$ cat config.mk
export PLATFORM = sky130hd
export DESIGN_NAME = ursb_top
export DESIGN_NICKNAME = d
export VERILOG_FILES = /design/src/hw/ursb_pkg.sv /design/src/hw/ursb_shifter.sv /design/src/hw/ursb_top.sv
export SDC_FILE = /design/constraint.sdc
export NUM_CORES = 1
export LEC_CHECK = 0
export CORE_MARGIN = 4
export CORE_UTILIZATION = 63
export DETAILED_ROUTE_END_ITERATION = 10
export DONT_BUFFER_PORTS = 1
export HOLD_SLACK_MARGIN = 0.05
export PLACE_DENSITY_LB_ADDON = 0.1
export SLEW_MARGIN = 20
export SYNTH_ARGS = -nofsm -noshare
export SYNTH_HDL_FRONTEND = slang
export SYNTH_SLANG_ARGS = --single-unit
$ cat constraint.sdc
create_clock -name pclk -period 2.7 [get_ports pclk]
set_input_delay 0.135 -clock pclk [delete_from_list [all_inputs] [get_ports pclk]]
set_output_delay 0.135 -clock pclk [all_outputs]
set_load 0.03 [all_outputs]
$ cat src/hw/ursb_pkg.sv
// Purpose: constants for the receive status and option block
// Assumes: apb with 32-bit data, 40 MHz pclk
// Notes: offsets are byte addresses
package ursb_pkg;
  localparam logic [7:0] URSB_OFF_CTRL = 8'h00;
  localparam logic [7:0] URSB_OFF_STAT = 8'h04;
  localparam logic [7:0] URSB_OFF_DATA = 8'h08;
  localparam logic [7:0] URSB_OFF_IRQ_STAT = 8'h0C;
  localparam logic [7:0] URSB_OFF_IRQ_MASK = 8'h10;
  // control bits
  localparam int URSB_CTRL_CONTINUOUS_RECEIVE_ENABLE = 0;
  localparam int URSB_CTRL_NINE = 1;
  localparam int URSB_CTRL_ADDR = 2;
  // status bits
  localparam int URSB_STAT_FRAMING_ERROR_FLAG = 2;
  localparam int URSB_STAT_OVERRUN_ERROR_FLAG = 1;
  localparam int URSB_STAT_B9 = 0;
  localparam int URSB_STAT_FULL = 3;
  // interrupt status bits
  localparam int URSB_IRQ_RX = 0;
  localparam int URSB_IRQ_FRAMING_ERROR_FLAG = 1;
  localparam int URSB_IRQ_OVERRUN_ERROR_FLAG = 2;
  localparam logic [2:0] URSB_CTRL_RESET = 3'h0;
  localparam logic [2:0] URSB_MASK_RESET = 3'h0;
  // serial timing
  localparam int URSB_CLK_HZ = 40000000;
  localparam int URSB_BAUD = 115200;
  localparam int URSB_BIT_CYCLES = URSB_CLK_HZ / URSB_BAUD;
  localparam int URSB_HALF_CYCLES = URSB_BIT_CYCLES / 2;
endpackage : ursb_pkg

$ cat src/hw/ursb_shifter.sv
// Purpose: serial shifter, frames 8 or 9 data bits plus stop
// Assumes: rx pin already synchronised, idle high
// Notes: pulses done with data, ninth bit and stop level
`timescale 1ns/1ps
module ursb_shifter
  import ursb_pkg::*;
#(
  parameter int BIT_CYCLES = URSB_BIT_CYCLES
) (
  // clock and reset
  input wire logic pclk,
  input wire logic presetn,
  // control
  input wire logic enable,
  input wire logic nine_bit_receive_select,
  input wire logic rx_in,
  // result
  output logic done,
  output logic [8:0] receive_shift_register,
  output logic stop_ok
);
  typedef enum logic [3:0] {
    URSB_IDLE = 4'h1,
    URSB_START = 4'h2,
    URSB_DATA = 4'h4,
    URSB_STOP = 4'h8
  } ursb_sh_e;
  localparam logic [15:0] BIT_LAST = 16'(BIT_CYCLES - 1);
  localparam logic [15:0] HALF_LAST = 16'(BIT_CYCLES / 2 - 1);
  ursb_sh_e state_q;
  logic [15:0] cnt_q;
  logic [3:0] idx_q;
  logic [3:0] nbits;
  assign nbits = nine_bit_receive_select ? 4'h9 : 4'h8;

  always_ff @(posedge pclk or negedge presetn) begin
    if (!presetn) begin
      state_q <= URSB_IDLE;
      cnt_q <= 16'h0000;
      idx_q <= 4'h0;
      receive_shift_register <= 9'h000;
      done <= 1'b0;
      stop_ok <= 1'b1;
    end else begin
      done <= 1'b0;
      case (state_q)
        URSB_IDLE: begin
          cnt_q <= 16'h0000;
          idx_q <= 4'h0;
          if (enable && !rx_in) begin
            state_q <= URSB_START;
          end
        end
        URSB_START: begin
          if (cnt_q == HALF_LAST) begin
            cnt_q <= 16'h0000;
            state_q <= rx_in ? URSB_IDLE : URSB_DATA;
            receive_shift_register <= 9'h000;
          end else begin
            cnt_q <= cnt_q + 16'h0001;
          end
        end
        URSB_DATA: begin
          if (cnt_q == BIT_LAST) begin
            cnt_q <= 16'h0000;
            receive_shift_register[idx_q] <= rx_in;
            idx_q <= idx_q + 4'h1;
            if (idx_q == nbits - 4'h1) begin
              state_q <= URSB_STOP;
            end
          end else begin
            cnt_q <= cnt_q + 16'h0001;
          end
        end
        URSB_STOP: begin
          if (cnt_q == BIT_LAST) begin
            stop_ok <= rx_in;
            done <= 1'b1;
            state_q <= URSB_IDLE;
          end else begin
            cnt_q <= cnt_q + 16'h0001;
          end
        end
        default: begin
          state_q <= URSB_IDLE;
        end
      endcase
    end
  end
endmodule : ursb_shifter

$ cat src/hw/ursb_top.sv
// Purpose: receive status bits, address detect, apb registers
// Assumes: apb master keeps requests stable until pready
// Notes: single-entry receive buffer, zero-wait apb
//
// Implementation choices: the APB interface to the registers and the register addresses.
`timescale 1ns/1ps
// How it works
// - nine-bit mode without address detect keeps every byte.
// - in eight-bit mode the address detect setting does nothing.
// - framing flag shows the stop error of the byte last delivered.
// - overrun flag sets on a lost byte and clears only when continuous_receive_enable drops.
// - status bit 0 holds the ninth bit of the last nine-bit byte delivered.
// - nine-bit with address detect keeps only ninth-bit-set bytes.
module ursb_top
  import ursb_pkg::*;
#(
  parameter int BIT_CYCLES = ursb_pkg::URSB_BIT_CYCLES
) (
  // clock and reset
  input wire logic pclk,
  input wire logic presetn,
  // apb slave
  input wire logic psel,
  input wire logic penable,
  input wire logic pwrite,
  input wire logic [7:0] paddr,
  input wire logic [31:0] pwdata,
  output logic [31:0] prdata,
  output logic pready,
  output logic pslverr,
  // serial line
  input wire logic rx_pin,
  // interrupt
  output logic irq
);
  import ursb_pkg::*;
  logic [2:0] sync_q;
  logic rx_level_q;
  logic [2:0] ctrl_q;
  logic [8:0] buf_q;
  logic buf_full_q;
  logic framing_error_flag_q;
  logic overrun_error_flag_q;
  logic received_ninth_bit_q;
  logic [2:0] irq_stat_q;
  logic [2:0] irq_mask_q;
  logic done;
  logic stop_ok;
  logic [8:0] shift_word;
  logic continuous_receive_enable;
  logic nine_bit_receive_select;
  logic address_detect_enable;
  logic acc;
  logic wr;
  logic rd_setup;
  logic rd_data;
  logic continuous_receive_enable_clear;
  logic unmapped;
  logic [31:0] rd_mux;
  logic [31:0] prdata_q;
  logic [2:0] irq_set;
  logic [2:0] irq_clr;
  logic keep;
  logic overrun_ev;
  logic deliver;

  assign continuous_receive_enable = ctrl_q[URSB_CTRL_CONTINUOUS_RECEIVE_ENABLE];
  assign nine_bit_receive_select = ctrl_q[URSB_CTRL_NINE];
  assign address_detect_enable = ctrl_q[URSB_CTRL_ADDR];
  assign acc = psel && penable;
  assign wr = acc && pwrite;
  // reads act at setup, so the data and its side effect agree
  assign rd_setup = psel && !penable && !pwrite;
  assign rd_data = rd_setup && (paddr == URSB_OFF_DATA);
  assign continuous_receive_enable_clear = wr && (paddr == URSB_OFF_CTRL)
    && !pwdata[URSB_CTRL_CONTINUOUS_RECEIVE_ENABLE];
  assign pready = 1'b1;

  // pin synchroniser, change taken when stages two and three agree
  always_ff @(posedge pclk or negedge presetn) begin
    if (!presetn) begin
      sync_q <= 3'h7;
      rx_level_q <= 1'b1;
    end else begin
      sync_q <= {sync_q[1:0], rx_pin};
      if (sync_q[1] == sync_q[2]) begin
        rx_level_q <= sync_q[2];
      end
    end
  end

  ursb_shifter #(
    .BIT_CYCLES(BIT_CYCLES)
  ) i_ursb_shifter (
    .pclk(pclk),
    .presetn(presetn),
    .enable(continuous_receive_enable),
    .nine_bit_receive_select(nine_bit_receive_select),
    .rx_in(rx_level_q),
    .done(done),
    .receive_shift_register(shift_word),
    .stop_ok(stop_ok)
  );

  // address filter
  always_comb begin
    keep = 1'b1;
    if (nine_bit_receive_select && address_detect_enable) begin
      keep = shift_word[8];
    end
  end

  // a byte is dropped only while the buffer is still full
  assign overrun_ev = done && keep && buf_full_q && !rd_data;
  assign deliver = done && keep && !overrun_ev;

  // receive buffer, one entry
  always_ff @(posedge pclk or negedge presetn) begin
    if (!presetn) begin
      buf_q <= 9'h000;
      buf_full_q <= 1'b0;
    end else if (deliver) begin
      buf_q <= shift_word;
      buf_full_q <= 1'b1;
    end else if (rd_data) begin
      buf_full_q <= 1'b0;
    end
  end

  // framing flag, refreshed per delivered byte
  always_ff @(posedge pclk or negedge presetn) begin
    if (!presetn) begin
      framing_error_flag_q <= 1'b0;
    end else if (deliver) begin
      framing_error_flag_q <= !stop_ok;
    end
  end

  // ninth bit, nine-bit frames only
  always_ff @(posedge pclk or negedge presetn) begin
    if (!presetn) begin
      received_ninth_bit_q <= 1'b0;
    end else if (deliver && nine_bit_receive_select) begin
      received_ninth_bit_q <= shift_word[8];
    end
  end

  // overrun flag, set wins over the clear
  always_ff @(posedge pclk or negedge presetn) begin
    if (!presetn) begin
      overrun_error_flag_q <= 1'b0;
    end else if (overrun_ev) begin
      overrun_error_flag_q <= 1'b1;
    end else if (!continuous_receive_enable || continuous_receive_enable_clear) begin
      overrun_error_flag_q <= 1'b0;
    end
  end

  // control register
  always_ff @(posedge pclk or negedge presetn) begin
    if (!presetn) begin
      ctrl_q <= URSB_CTRL_RESET;
    end else if (wr && paddr == URSB_OFF_CTRL) begin
      ctrl_q <= pwdata[2:0];
    end
  end

  // interrupt mask register
  always_ff @(posedge pclk or negedge presetn) begin
    if (!presetn) begin
      irq_mask_q <= URSB_MASK_RESET;
    end else if (wr && paddr == URSB_OFF_IRQ_MASK) begin
      irq_mask_q <= pwdata[2:0];
    end
  end

  // event sources and write-one clears
  assign irq_set[URSB_IRQ_RX] = deliver;
  assign irq_set[URSB_IRQ_FRAMING_ERROR_FLAG] = deliver && !stop_ok;
  assign irq_set[URSB_IRQ_OVERRUN_ERROR_FLAG] = overrun_ev;
  assign irq_clr = (wr && paddr == URSB_OFF_IRQ_STAT) ? pwdata[2:0] : 3'h0;

  // sticky event bits, set wins over the clear
  for (genvar g = 0; g < 3; g++) begin : g_sticky
    always_ff @(posedge pclk or negedge presetn) begin
      if (!presetn) begin
        irq_stat_q[g] <= 1'b0;
      end else if (irq_set[g]) begin
        irq_stat_q[g] <= 1'b1;
      end else if (irq_clr[g]) begin
        irq_stat_q[g] <= 1'b0;
      end
    end
  end

  assign irq = |(irq_stat_q & irq_mask_q);

  // read mux, unmapped reads zero with error
  always_comb begin
    rd_mux = 32'h0000_0000;
    unmapped = 1'b0;
    case (paddr)
      URSB_OFF_CTRL: rd_mux[2:0] = ctrl_q;
      URSB_OFF_STAT: begin
        rd_mux[URSB_STAT_FRAMING_ERROR_FLAG] = framing_error_flag_q;
        rd_mux[URSB_STAT_OVERRUN_ERROR_FLAG] = overrun_error_flag_q;
        rd_mux[URSB_STAT_B9] = received_ninth_bit_q;
        rd_mux[URSB_STAT_FULL] = buf_full_q;
      end
      URSB_OFF_DATA: rd_mux[8:0] = buf_q;
      URSB_OFF_IRQ_STAT: rd_mux[2:0] = irq_stat_q;
      URSB_OFF_IRQ_MASK: rd_mux[2:0] = irq_mask_q;
      default: unmapped = 1'b1;
    endcase
  end

  assign pslverr = acc && unmapped;

  // read data captured at setup, stands through the access phase
  always_ff @(posedge pclk or negedge presetn) begin
    if (!presetn) begin
      prdata_q <= 32'h0000_0000;
    end else if (rd_setup) begin
      prdata_q <= rd_mux;
    end
  end

  assign prdata = prdata_q;
endmodule : ursb_top

==> results of run 1 <==
==> power by group through the flow <==
stage	Sequential (uW)	Combinational [uW]	Clock (uW)
after detailed placement	1200	504	0
final	1190	547	811
after floorplan	1180	457	0
after CTS	1180	545	822
after global placement	1200	501	0
after global routing	1200	608	868
==> stage by stage <==
step | util | instance area, um^2 | cells | setup slack, ns | hold slack, ns
final | 0.708 | 4020 | 460 | 0.443 | 0.0972
after global routing | 0.708 | 4020 | 460 | 0.206 | 0.125
after CTS | 0.708 | 4020 | 460 | 0.442 | 0.0569
after detailed placement | 0.656 | 3720 | 435 | 0.466 | -0.159
after global placement | 0.656 | 3720 | 435 | 0.473 | -0.159
after floorplan | - | 3870 | 398 | 0.814 | -0.161
==> registers in the layout, indices dropped and copies added, names as in the netlist <==
| register | cells |
|---|---|
| i_ursb_shifter.state_q | 4 |
| i_ursb_shifter.idx_q | 4 |
| rx_level_q | 1 |
| i_ursb_shifter.receive_shift_register | 9 |
| buf_full_q | 1 |
| i_ursb_shifter.done | 1 |
| overrun_error_flag_q | 1 |
| irq_stat_q | 3 |
| sync_q | 3 |
| i_ursb_shifter.stop_ok | 1 |
| ctrl_q | 3 |
| buf_q | 9 |
| prdata | 9 |
| irq_mask_q | 3 |
| i_ursb_shifter.cnt_q | 16 |
| received_ninth_bit_q | 1 |
| framing_error_flag_q | 1 |
==> path summary, 6_finish.rpt <==
| path | start | endpoint |
|---|---|---|
| max | i_ursb_shifter.state_q[1] | i_ursb_shifter.state_q[2] |
| min | paddr[2] | prdata[3] |
| max reg2reg | i_ursb_shifter.state_q[1] | i_ursb_shifter.state_q[2] |
| min reg2reg | sync_q[0] | sync_q[1] |
| max in group asynchronous | presetn | i_ursb_shifter.stop_ok |
| min in group asynchronous | presetn | buf_q[7] |
==> critical path, stage by stage, from the launching register on <==
cell and delay, ns:
dfrtp_1 0.45, or4b_1 0.84, a41oi_1 0.28, a221o_1 0.23
mux2_2 0.34
==> synth_stat cells (7+ instances only) <==
| cell | instances | area, um^2 |
|---|---|---|
| nand3_1 | 12 | 60.1 |
| o21ai_0 | 32 | 160 |
| dfrtp_1 | 64 | 1600 |
| buf_4 | 25 | 188 |
| nand2_1 | 27 | 101 |
| inv_1 | 15 | 56.3 |
| and3_1 | 7 | 43.8 |
| mux2_2 | 16 | 180 |
| nor2_1 | 30 | 113 |
| a21oi_1 | 20 | 100 |
| a22o_1 | 8 | 70.1 |
| ha_1 | 7 | 87.6 |
==> metal layers <==
layer	GRT usage	part of all wire
met1	0.290	0.43
met4	0.0892	0.021
met2	0.379	0.49
met5	0	0
met3	0.0471	0.057
==> area by class of cell <==
cell class / instances / area, um^2
tap: 72 / 90.1
sequential: 70 / 1760
multi-input combinational: 275 / 1790
clock buffer: 9 / 124
inverter: 15 / 56.3
clock inverter: 7 / 63.8
fill: 434 / 1660
timing repair buffer: 12 / 130
==> cell families (layout without fill, tap and decap cells) <==
kind of cell               Yosys count  count (layout)
AOI/OAI and AO/OA                   87              87
xor gates and xnor gates            10              10
adders and majority gates            8               8
buffers and inverters               53              43
DFF                                 70              70
muxes                               20              20
other                                2              24
and+or+nand+nor                    126             126
==> results.yml, run 1 <==
clock_network:
  cts_tree: "built"
  cts_buffers: 9
  cts_resized: 0
  cts_hold_buffers: 9
  cts.sinks: 70
  path_clk_slew_ns: 0.08
  clock_latency_ns: 0.36
  htree_levels: 3
  max-clock-path-buffers: 2
  postCtsSetupBuffers: 0
  root_buffer: "clkbuf_8"
synthesis:
  synth_xor_area_frac: 0.0231
  synth-compound-area-share: 0.150
  synth_top_family_by_area: "simple AND/OR/NAND/NOR gates"
  synth.distinct_cells: 63
  synthesis.area_um2: 3780
  synth_area_per_cell_um2: 10.1
  synthMuxAreaShare: 0.0615
  ys_seq_area_frac: 0.465
  syn_inst: 376
  synth_simple_gate_area_share: 0.190
  yosys_warnings: 0
  synth-edff-count: 0
  yosys_register_bits: 70
  async_flop_share: 1.00
  synth_fa_ha_area_frac: 0.0258
  synth_ff_type: "dfrtp_1"
grt:
  grt_antenna_before_repair: 0
  gr-total-overflow: 0
  grt_pass1_wl_mm: 13.2
  grt_start_max_net_pins: 71
  grtUsageTotal: 0.227
  grt_pass1_vias: 2805
sta:
  post-route-period-util: 0.836
  hold_violations: 0
  worstMarginPinSlew_ns: 0.739
  max_freq_mhz: 443
  min_period_ns: 2.26
  fin_worst_skew_ns: 0.0130
  setup_viol: 0
  slew_headroom: 0.501
  rsz0062_at_grt: "no"
  fin_tns_setup_ns: 0
  maxSlewViolCount: 0
power_and_ir_drop:
  power_switching_uw: 913
  p_leak_uw: 0.00180
  seq_power_share: 0.466
  irDropWorstVdd_mv: 0.491
  switching_share: 0.359
  clkPwrFrac: 0.319
  fin_total_pwr_uw: 2540
  power_density_nw_per_um2: 633
  p_int_uw: 1630
  combPwrFrac: 0.215
routing:
  wirelength_mm: 7.64
  drtPass1Iterations: 5
  drc: 0
  drtIter0Drc: 199
  wl_per_cell_um: 16.6
  drtAntennaViolNets: 0
  vias: 2820
  vias_per_cell: 6.13
placement:
  port-buffer-count: 0
  gp_congestion: 0.842
  hpwl_mm: 5.18
setup_path:
  path_max_fanout: 17
  cp-start-kind: "flop"
  critical_path_required_ns: 2.94
  crit_type: "reg -> reg"
  cp.arrival_ns: 2.50
  regToRegSetupSlack_ns: 0.44
  critPathCaptureType: "flop"
  reg2regPathDepth: 4
floorplanning:
  num_io_pins: 81
  coreArea_um2: 5680
  die_w_um: 85.5
  die_h_um: 85.5
  dieArea_um2: 7310
  placementRows: 27
  start_util: 0.667
finish:
  syn_to_final_growth_pct: 6.15
  layout.nets: 436
  drive_above_1_share: 0.137
  final_common_cell: "dfrtp_1"
  layout_common_cells: "dfrtp_1, o21ai_0, nor2_1, nand2_1, conb_1"
  antenna_cells: 0
run_status:
  status: "finished, final reports clean"
min_path:
  worstHoldPathType: "in -> reg"
  whs_path_depth: 4
run:
  cap_violations: 0
(Power assumes the default switching activity.)
==> run 2: changes to the inputs <==
ABC_AREA = 1   (was default)
CORE_UTILIZATION = 64   (was 63)
clock period = 2.1 ns   (was 2.7 ns; I/O delays follow)
==> results.yml, run 2 <==
synthesis:
  syn_inst: 581
  synth-compound-area-share: 0.0723
  yosys_register_bits: 70
  synth_ff_type: "dfrtp_1"
  async_flop_share: 1.00
  synth_top_area_frac: 0.373
  synthMuxAreaShare: 0
  synth_top_family_by_area: "simple AND/OR/NAND/NOR gates"
  synth-edff-count: 0
  synthTopCellsByCount: "nand2_1, nand3_1, dfrtp_1, nor2_1, inv_1"
  synthMostInstantiatedCell: "nand2_1"
  ys_seq_area_frac: 0.410
  synth_fa_ha_area_frac: 0.0228
  synth.largest_area_cell: "dfrtp_1"
  yosys_warnings: 0
  synthesis.area_um2: 4290
  synth_area_per_cell_um2: 7.38
  synth.distinct_cells: 35
  yosys-top-cells-area: "dfrtp_1, nand2_1, nand3_1, nor2_1, buf_4"
  synth_xor_area_frac: 0.00817
  synth_simple_gate_area_share: 0.375
finish:
  largest-register: "i_ursb_shifter.cnt_q"
  layout_common_cells: "nand2_1, nand3_1, dfrtp_1, nor2_1, inv_1"
  drive_above_1_share: 0.113
  fillers: 532
  final_common_cell: "nand2_1"
  syn_to_final_growth_pct: 6.33
  antenna_cells: 0
  final_area_um2: 4560
  layout.nets: 648
  largest_register_ffs: 16
grt:
  grt_antenna_before_repair: 0
  grtUsageTotal: 0.233
  grt_pass1_wl_mm: 15.5
  gr-usage-met1: 0.298
  grt_start_max_net_pins: 71
  globalRouteMet3Util: 0.0467
  top_usage_layer: "met2"
  grt_pass1_vias: 3468
  gr-total-overflow: 0
  grtUsageMet2: 0.372
power_and_ir_drop:
  p_leak_uw: 0.00225
  power_switching_uw: 1400
  combPwrFrac: 0.277
  seq_power_share: 0.425
  p_int_uw: 2140
  power_density_nw_per_um2: 777
  irDropWorstVdd_mv: 0.451
  clkPwrFrac: 0.298
  switching_share: 0.396
clock_network:
  cts_resized: 0
  path_clk_slew_ns: 0.09
  root_buffer: "clkbuf_8"
  cts.sinks: 70
  htree_levels: 3
  cts_tree: "built"
  clock_latency_ns: 0.36
  cts_buffers: 9
  max-clock-path-buffers: 2
routing:
  drc: 0
  wl_per_cell_um: 13.4
  drtIter0Drc: 175
  drtPass1Iterations: 5
  drtAntennaViolNets: 0
  vias_per_cell: 5.48
  wirelength_mm: 9.07
  vias: 3710
setup_path:
  cp-start-kind: "flop"
  critical_path_required_ns: 2.34
  path_max_fanout: 7
  cp.arrival_ns: 2.13
  crit_type: "reg -> reg"
  critPathCaptureType: "flop"
sta:
  max_freq_mhz: 529
  post-route-period-util: 0.900
  maxSlewViolCount: 0
  setup_viol: 0
  hold_violations: 0
  fin_worst_skew_ns: 0.00860
  rsz0062_at_grt: "no"
  min_period_ns: 1.89
  hold_slack_ns: 0.0657
  fin_tns_setup_ns: 0
placement:
  port-buffer-count: 0
  gp_congestion: 0.898
  postPlaceCellArea_um2: 4280
  hpwl_mm: 6.59
floorplanning:
  coreArea_um2: 6420
  start_util: 0.668
  die_w_um: 89.9
  die_h_um: 89.9
  dieArea_um2: 8080
  placementRows: 29
  num_io_pins: 81
run:
  cap_violations: 0
min_path:
  worstHoldPathType: "in -> reg"
run_status:
  status: "finished, final reports clean"
-- run 2: cell types whose count changed in the layout (fill, tap and decap cells not counted), moves of 7 or more --
| cell | before | now |
|---|---|---|
| nand2_1 | 27 | 185 |
| nor2_1 | 30 | 53 |
| o21ai_2 | 0 | 9 |
| and3_1 | 7 | 0 |
| inv_1 | 15 | 51 |
| a21oi_1 | 20 | 0 |
| nand4_1 | 6 | 14 |
| mux2_2 | 16 | 0 |
| nand3_1 | 12 | 79 |
| o21ai_0 | 32 | 18 |
-- run 2: final timing paths --
check	start	endpoint	slack [ns]	cells after the start
max	i_ursb_shifter.cnt_q[0]	i_ursb_shifter.cnt_q[6]	0.21	11
min	penable	prdata[6]	0.07	3
max reg2reg	i_ursb_shifter.cnt_q[0]	i_ursb_shifter.cnt_q[6]	0.21	11
min reg2reg	sync_q[0]	sync_q[1]	0.36	0
max in group asynchronous	presetn	sync_q[2]	1.46	2
min in group asynchronous	presetn	ctrl_q[1]	0.29	2
-- run 2: final cells by class --
class                           instances  area (um^2)  area share
Clock buffer                            9          124      0.0272
Clock inverter                          7         63.8      0.0140
Inverter                               56          211      0.0464
Multi-Input combinational cell        441         2140       0.469
Sequential cell                        70         1760       0.386
Tap cell                               77         96.3      0.0211
Timing Repair Buffer                   17          165      0.0362
-- run 2: metrics by stage --
stage / setup slack (ns) / util / total power [uW] / cells
after floorplan: 0.536 / - / 2290 / 603
after global placement: 0.303 / 0.666 / 2440 / 653
after detailed placement: 0.253 / 0.666 / 2470 / 653
after CTS: 0.222 / 0.710 / 3560 / 677
after global routing: 0.0850 / 0.710 / 3770 / 677
final: 0.210 / 0.710 / 3540 / 677
-- run 2: repair_timing --
item | in CTS | in global routing
hold buffers | 8 | 0
setup buffers | 0 | 0
endpoints found under the hold margin | 85 | 0
-- run 2: per-layer routing --
metal / share of wire / up-vias
li1: - / 1853
met1: 0.43 / 1707
met2: 0.48 / 118
met3: 0.055 / 32
met4: 0.034 / 0
met5: 0 / -
-- run 2: worst max-delay path: stages (launching register included) --
cell,delay (ns)
dfrtp_1,0.45
inv_1,0.13
ha_1,0.19
nand2_1,0.06
inv_1,0.07
nand2_1,0.05
nor2_1,0.12
nand2_2,0.10
nand2_1,0.12
nand3_1,0.22
nor2_1,0.19
nor2_1,0.07
-- run 2: power groups by stage --
stage          clock network [uW]  logic [uW]  registers [uW]
6_report                     1050         982            1510
5_1_grt                      1160        1100            1520
4_1_cts                      1080         975            1510
3_5_place_dp                    0         933            1530
3_3_place_gp                    0         912            1530
2_1_floorplan                   0         771            1520
-- run 2: kinds of logic (layout without fill, tap and decap cells) --
family,Yosys count,in the layout
AOI/OAI and AO/OA,44,44
xor gates and xnor gates,4,4
adders and majority gates,8,8
buffers and inverters,92,89
DFF,70,70
other,2,24
and+or+nand+nor,361,361
==> run 3: changes to the inputs <==
BUFFER_PORTS_ARGS = -buffer_cell sky130_fd_sc_hd__buf_2   (was default)
CORE_UTILIZATION = 56   (was 64)
CTS_CLUSTER_SIZE = 25   (was default)
DONT_BUFFER_PORTS = default   (was 1)
MAX_ROUTING_LAYER = met4   (was default)
==> results.yml, run 3 (synthesized netlist as in run 2, its figures left out) <==
grt:
  grtUsageTotal: 0.218
  gr-total-overflow: 0
  grt_pass1_vias: 3412
  grt_antenna_before_repair: 0
  grt_pass1_wl_mm: 15.2
  grt_start_max_net_pins: 71
finish:
  antenna_cells: 0
  final_common_cell: "nand2_1"
  syn_to_final_growth_pct: 9.48
  largest-register: "i_ursb_shifter.cnt_q"
  layout.nets: 673
  layout_common_cells: "nand2_1, nand3_1, dfrtp_1, nor2_1, inv_1"
  largest_register_ffs: 16
  drive_above_1_share: 0.152
setup_path:
  startpoint: "i_ursb_shifter.cnt_q[1]"
  cp.arrival_ns: 2.06
  crit_chain: "inv_1, ha_1, nand2_1, inv_1, nand2_1, nor2_1, nand2_2, o21ai_4, nand2_4, o21ai_2"
  cp-start-kind: "flop"
  critPathCaptureType: "flop"
  crit_type: "reg -> reg"
  reg2reg_from: "i_ursb_shifter.cnt_q[1]"
  regToRegSetupSlack_ns: 0.32
  path_max_fanout: 10
  crit_slowest_cell: "dfrtp_1"
  worstReg2RegEnd: "i_ursb_shifter.receive_shift_register[0]"
  critical_path_required_ns: 2.38
  cp-endpoint: "i_ursb_shifter.receive_shift_register[0]"
  max_stage_delay_ns: 0.45
  reg2regPathDepth: 10
power_and_ir_drop:
  irDropWorstVdd_mv: 0.767
  p_leak_uw: 0.00235
  power_density_nw_per_um2: 761
floorplanning:
  num_io_pins: 81
  coreArea_um2: 7330
  die_w_um: 95.5
  dieArea_um2: 9120
  die_h_um: 95.5
  placementRows: 31
  start_util: 0.585
routing:
  wl_per_cell_um: 12.5
  drc: 0
  vias_per_cell: 5.15
  wirelength_mm: 9.03
  drtAntennaViolNets: 0
  drtIter0Drc: 209
  drtPass1Iterations: 4
  vias: 3725
sta:
  post-route-period-util: 0.847
  fin_tns_setup_ns: 0
  min_period_ns: 1.78
  fin_worst_skew_ns: 0.0161
  fin_ws_ns: 0.321
  setup_viol: 0
  rsz0062_at_grt: "no"
  hold_violations: 0
  max_freq_mhz: 562
  maxSlewViolCount: 0
clock_network:
  cts.sinks: 70
  max-clock-path-buffers: 2
  path_clk_slew_ns: 0.09
  postCtsSetupBuffers: 0
  htree_levels: 3
  root_buffer: "clkbuf_8"
  cts_buffers: 9
  cts_tree: "built"
  clock_latency_ns: 0.36
placement:
  hpwl_mm: 6.65
  gp_congestion: 0.900
  post-place-ws_ns: 0.330
  port-buffer-count: 27
min_path:
  hold_path_startpoint: "psel"
  worstHoldPathType: "in -> reg"
  whs_path_depth: 4
run_status:
  status: "finished, final reports clean"
run:
  cap_violations: 0
[run 3: worst max-delay path, delay by kind of cell (launching register included)]
kind / cells / cell delay (ns)
compound gates: 2 / 0.44
simple gates: 5 / 0.52
buf+inv: 2 / 0.14
flops: 1 / 0.45
fa+ha+maj: 1 / 0.16
[run 3: report_power, final]
group          switching (uW)  internal (uW)
sequential               50.1           1430
clock                     606            455
combinational             757            278
[run 3: cell type report]
type | instances | area (um^2)
Clock buffer | 9 | 124
Clock inverter | 7 | 63.8
Fill cell | 660 | 2640
Inverter | 56 | 211
Multi-Input combinational cell | 441 | 2140
Sequential cell | 70 | 1760
Tap cell | 99 | 124
Timing Repair Buffer | 42 | 273
[run 3: what timing repair did]
action | CTS | global route
endpoints found under the setup margin | 0 | 0
hold endpoints to repair | 72 | 0
hold buffers | 5 | 0
resized for setup | 0 | 0
[run 3: routing by layer]
layer	up-vias	track usage	wire, um
met1	1711	0.273	4050
met3	16	0.0316	545
met2	97	0.357	4280
met5	-	-	0
met4	0	0.0853	153
li1	1901	-	-
[run 3: per-stage QoR]
step	instances	hold WS, ns	instance area [um^2]	util	total power, uW
after floorplan	603	-0.191	4370	-	2290
final	724	0.128	4700	0.641	3570
after global routing	724	0.173	4700	0.641	3790
after detailed placement	703	0.165	4460	0.608	2530
after CTS	724	0.123	4700	0.641	3610
after global placement	703	0.159	4460	0.608	2530
[run 3: worst min path at each step]
stage | endpoint
final | prdata[3]
after CTS | prdata[3]
after detailed placement | irq_mask_q[2]
after floorplan | buf_full_q
after global placement | irq_mask_q[1]
after global routing | prdata[5]
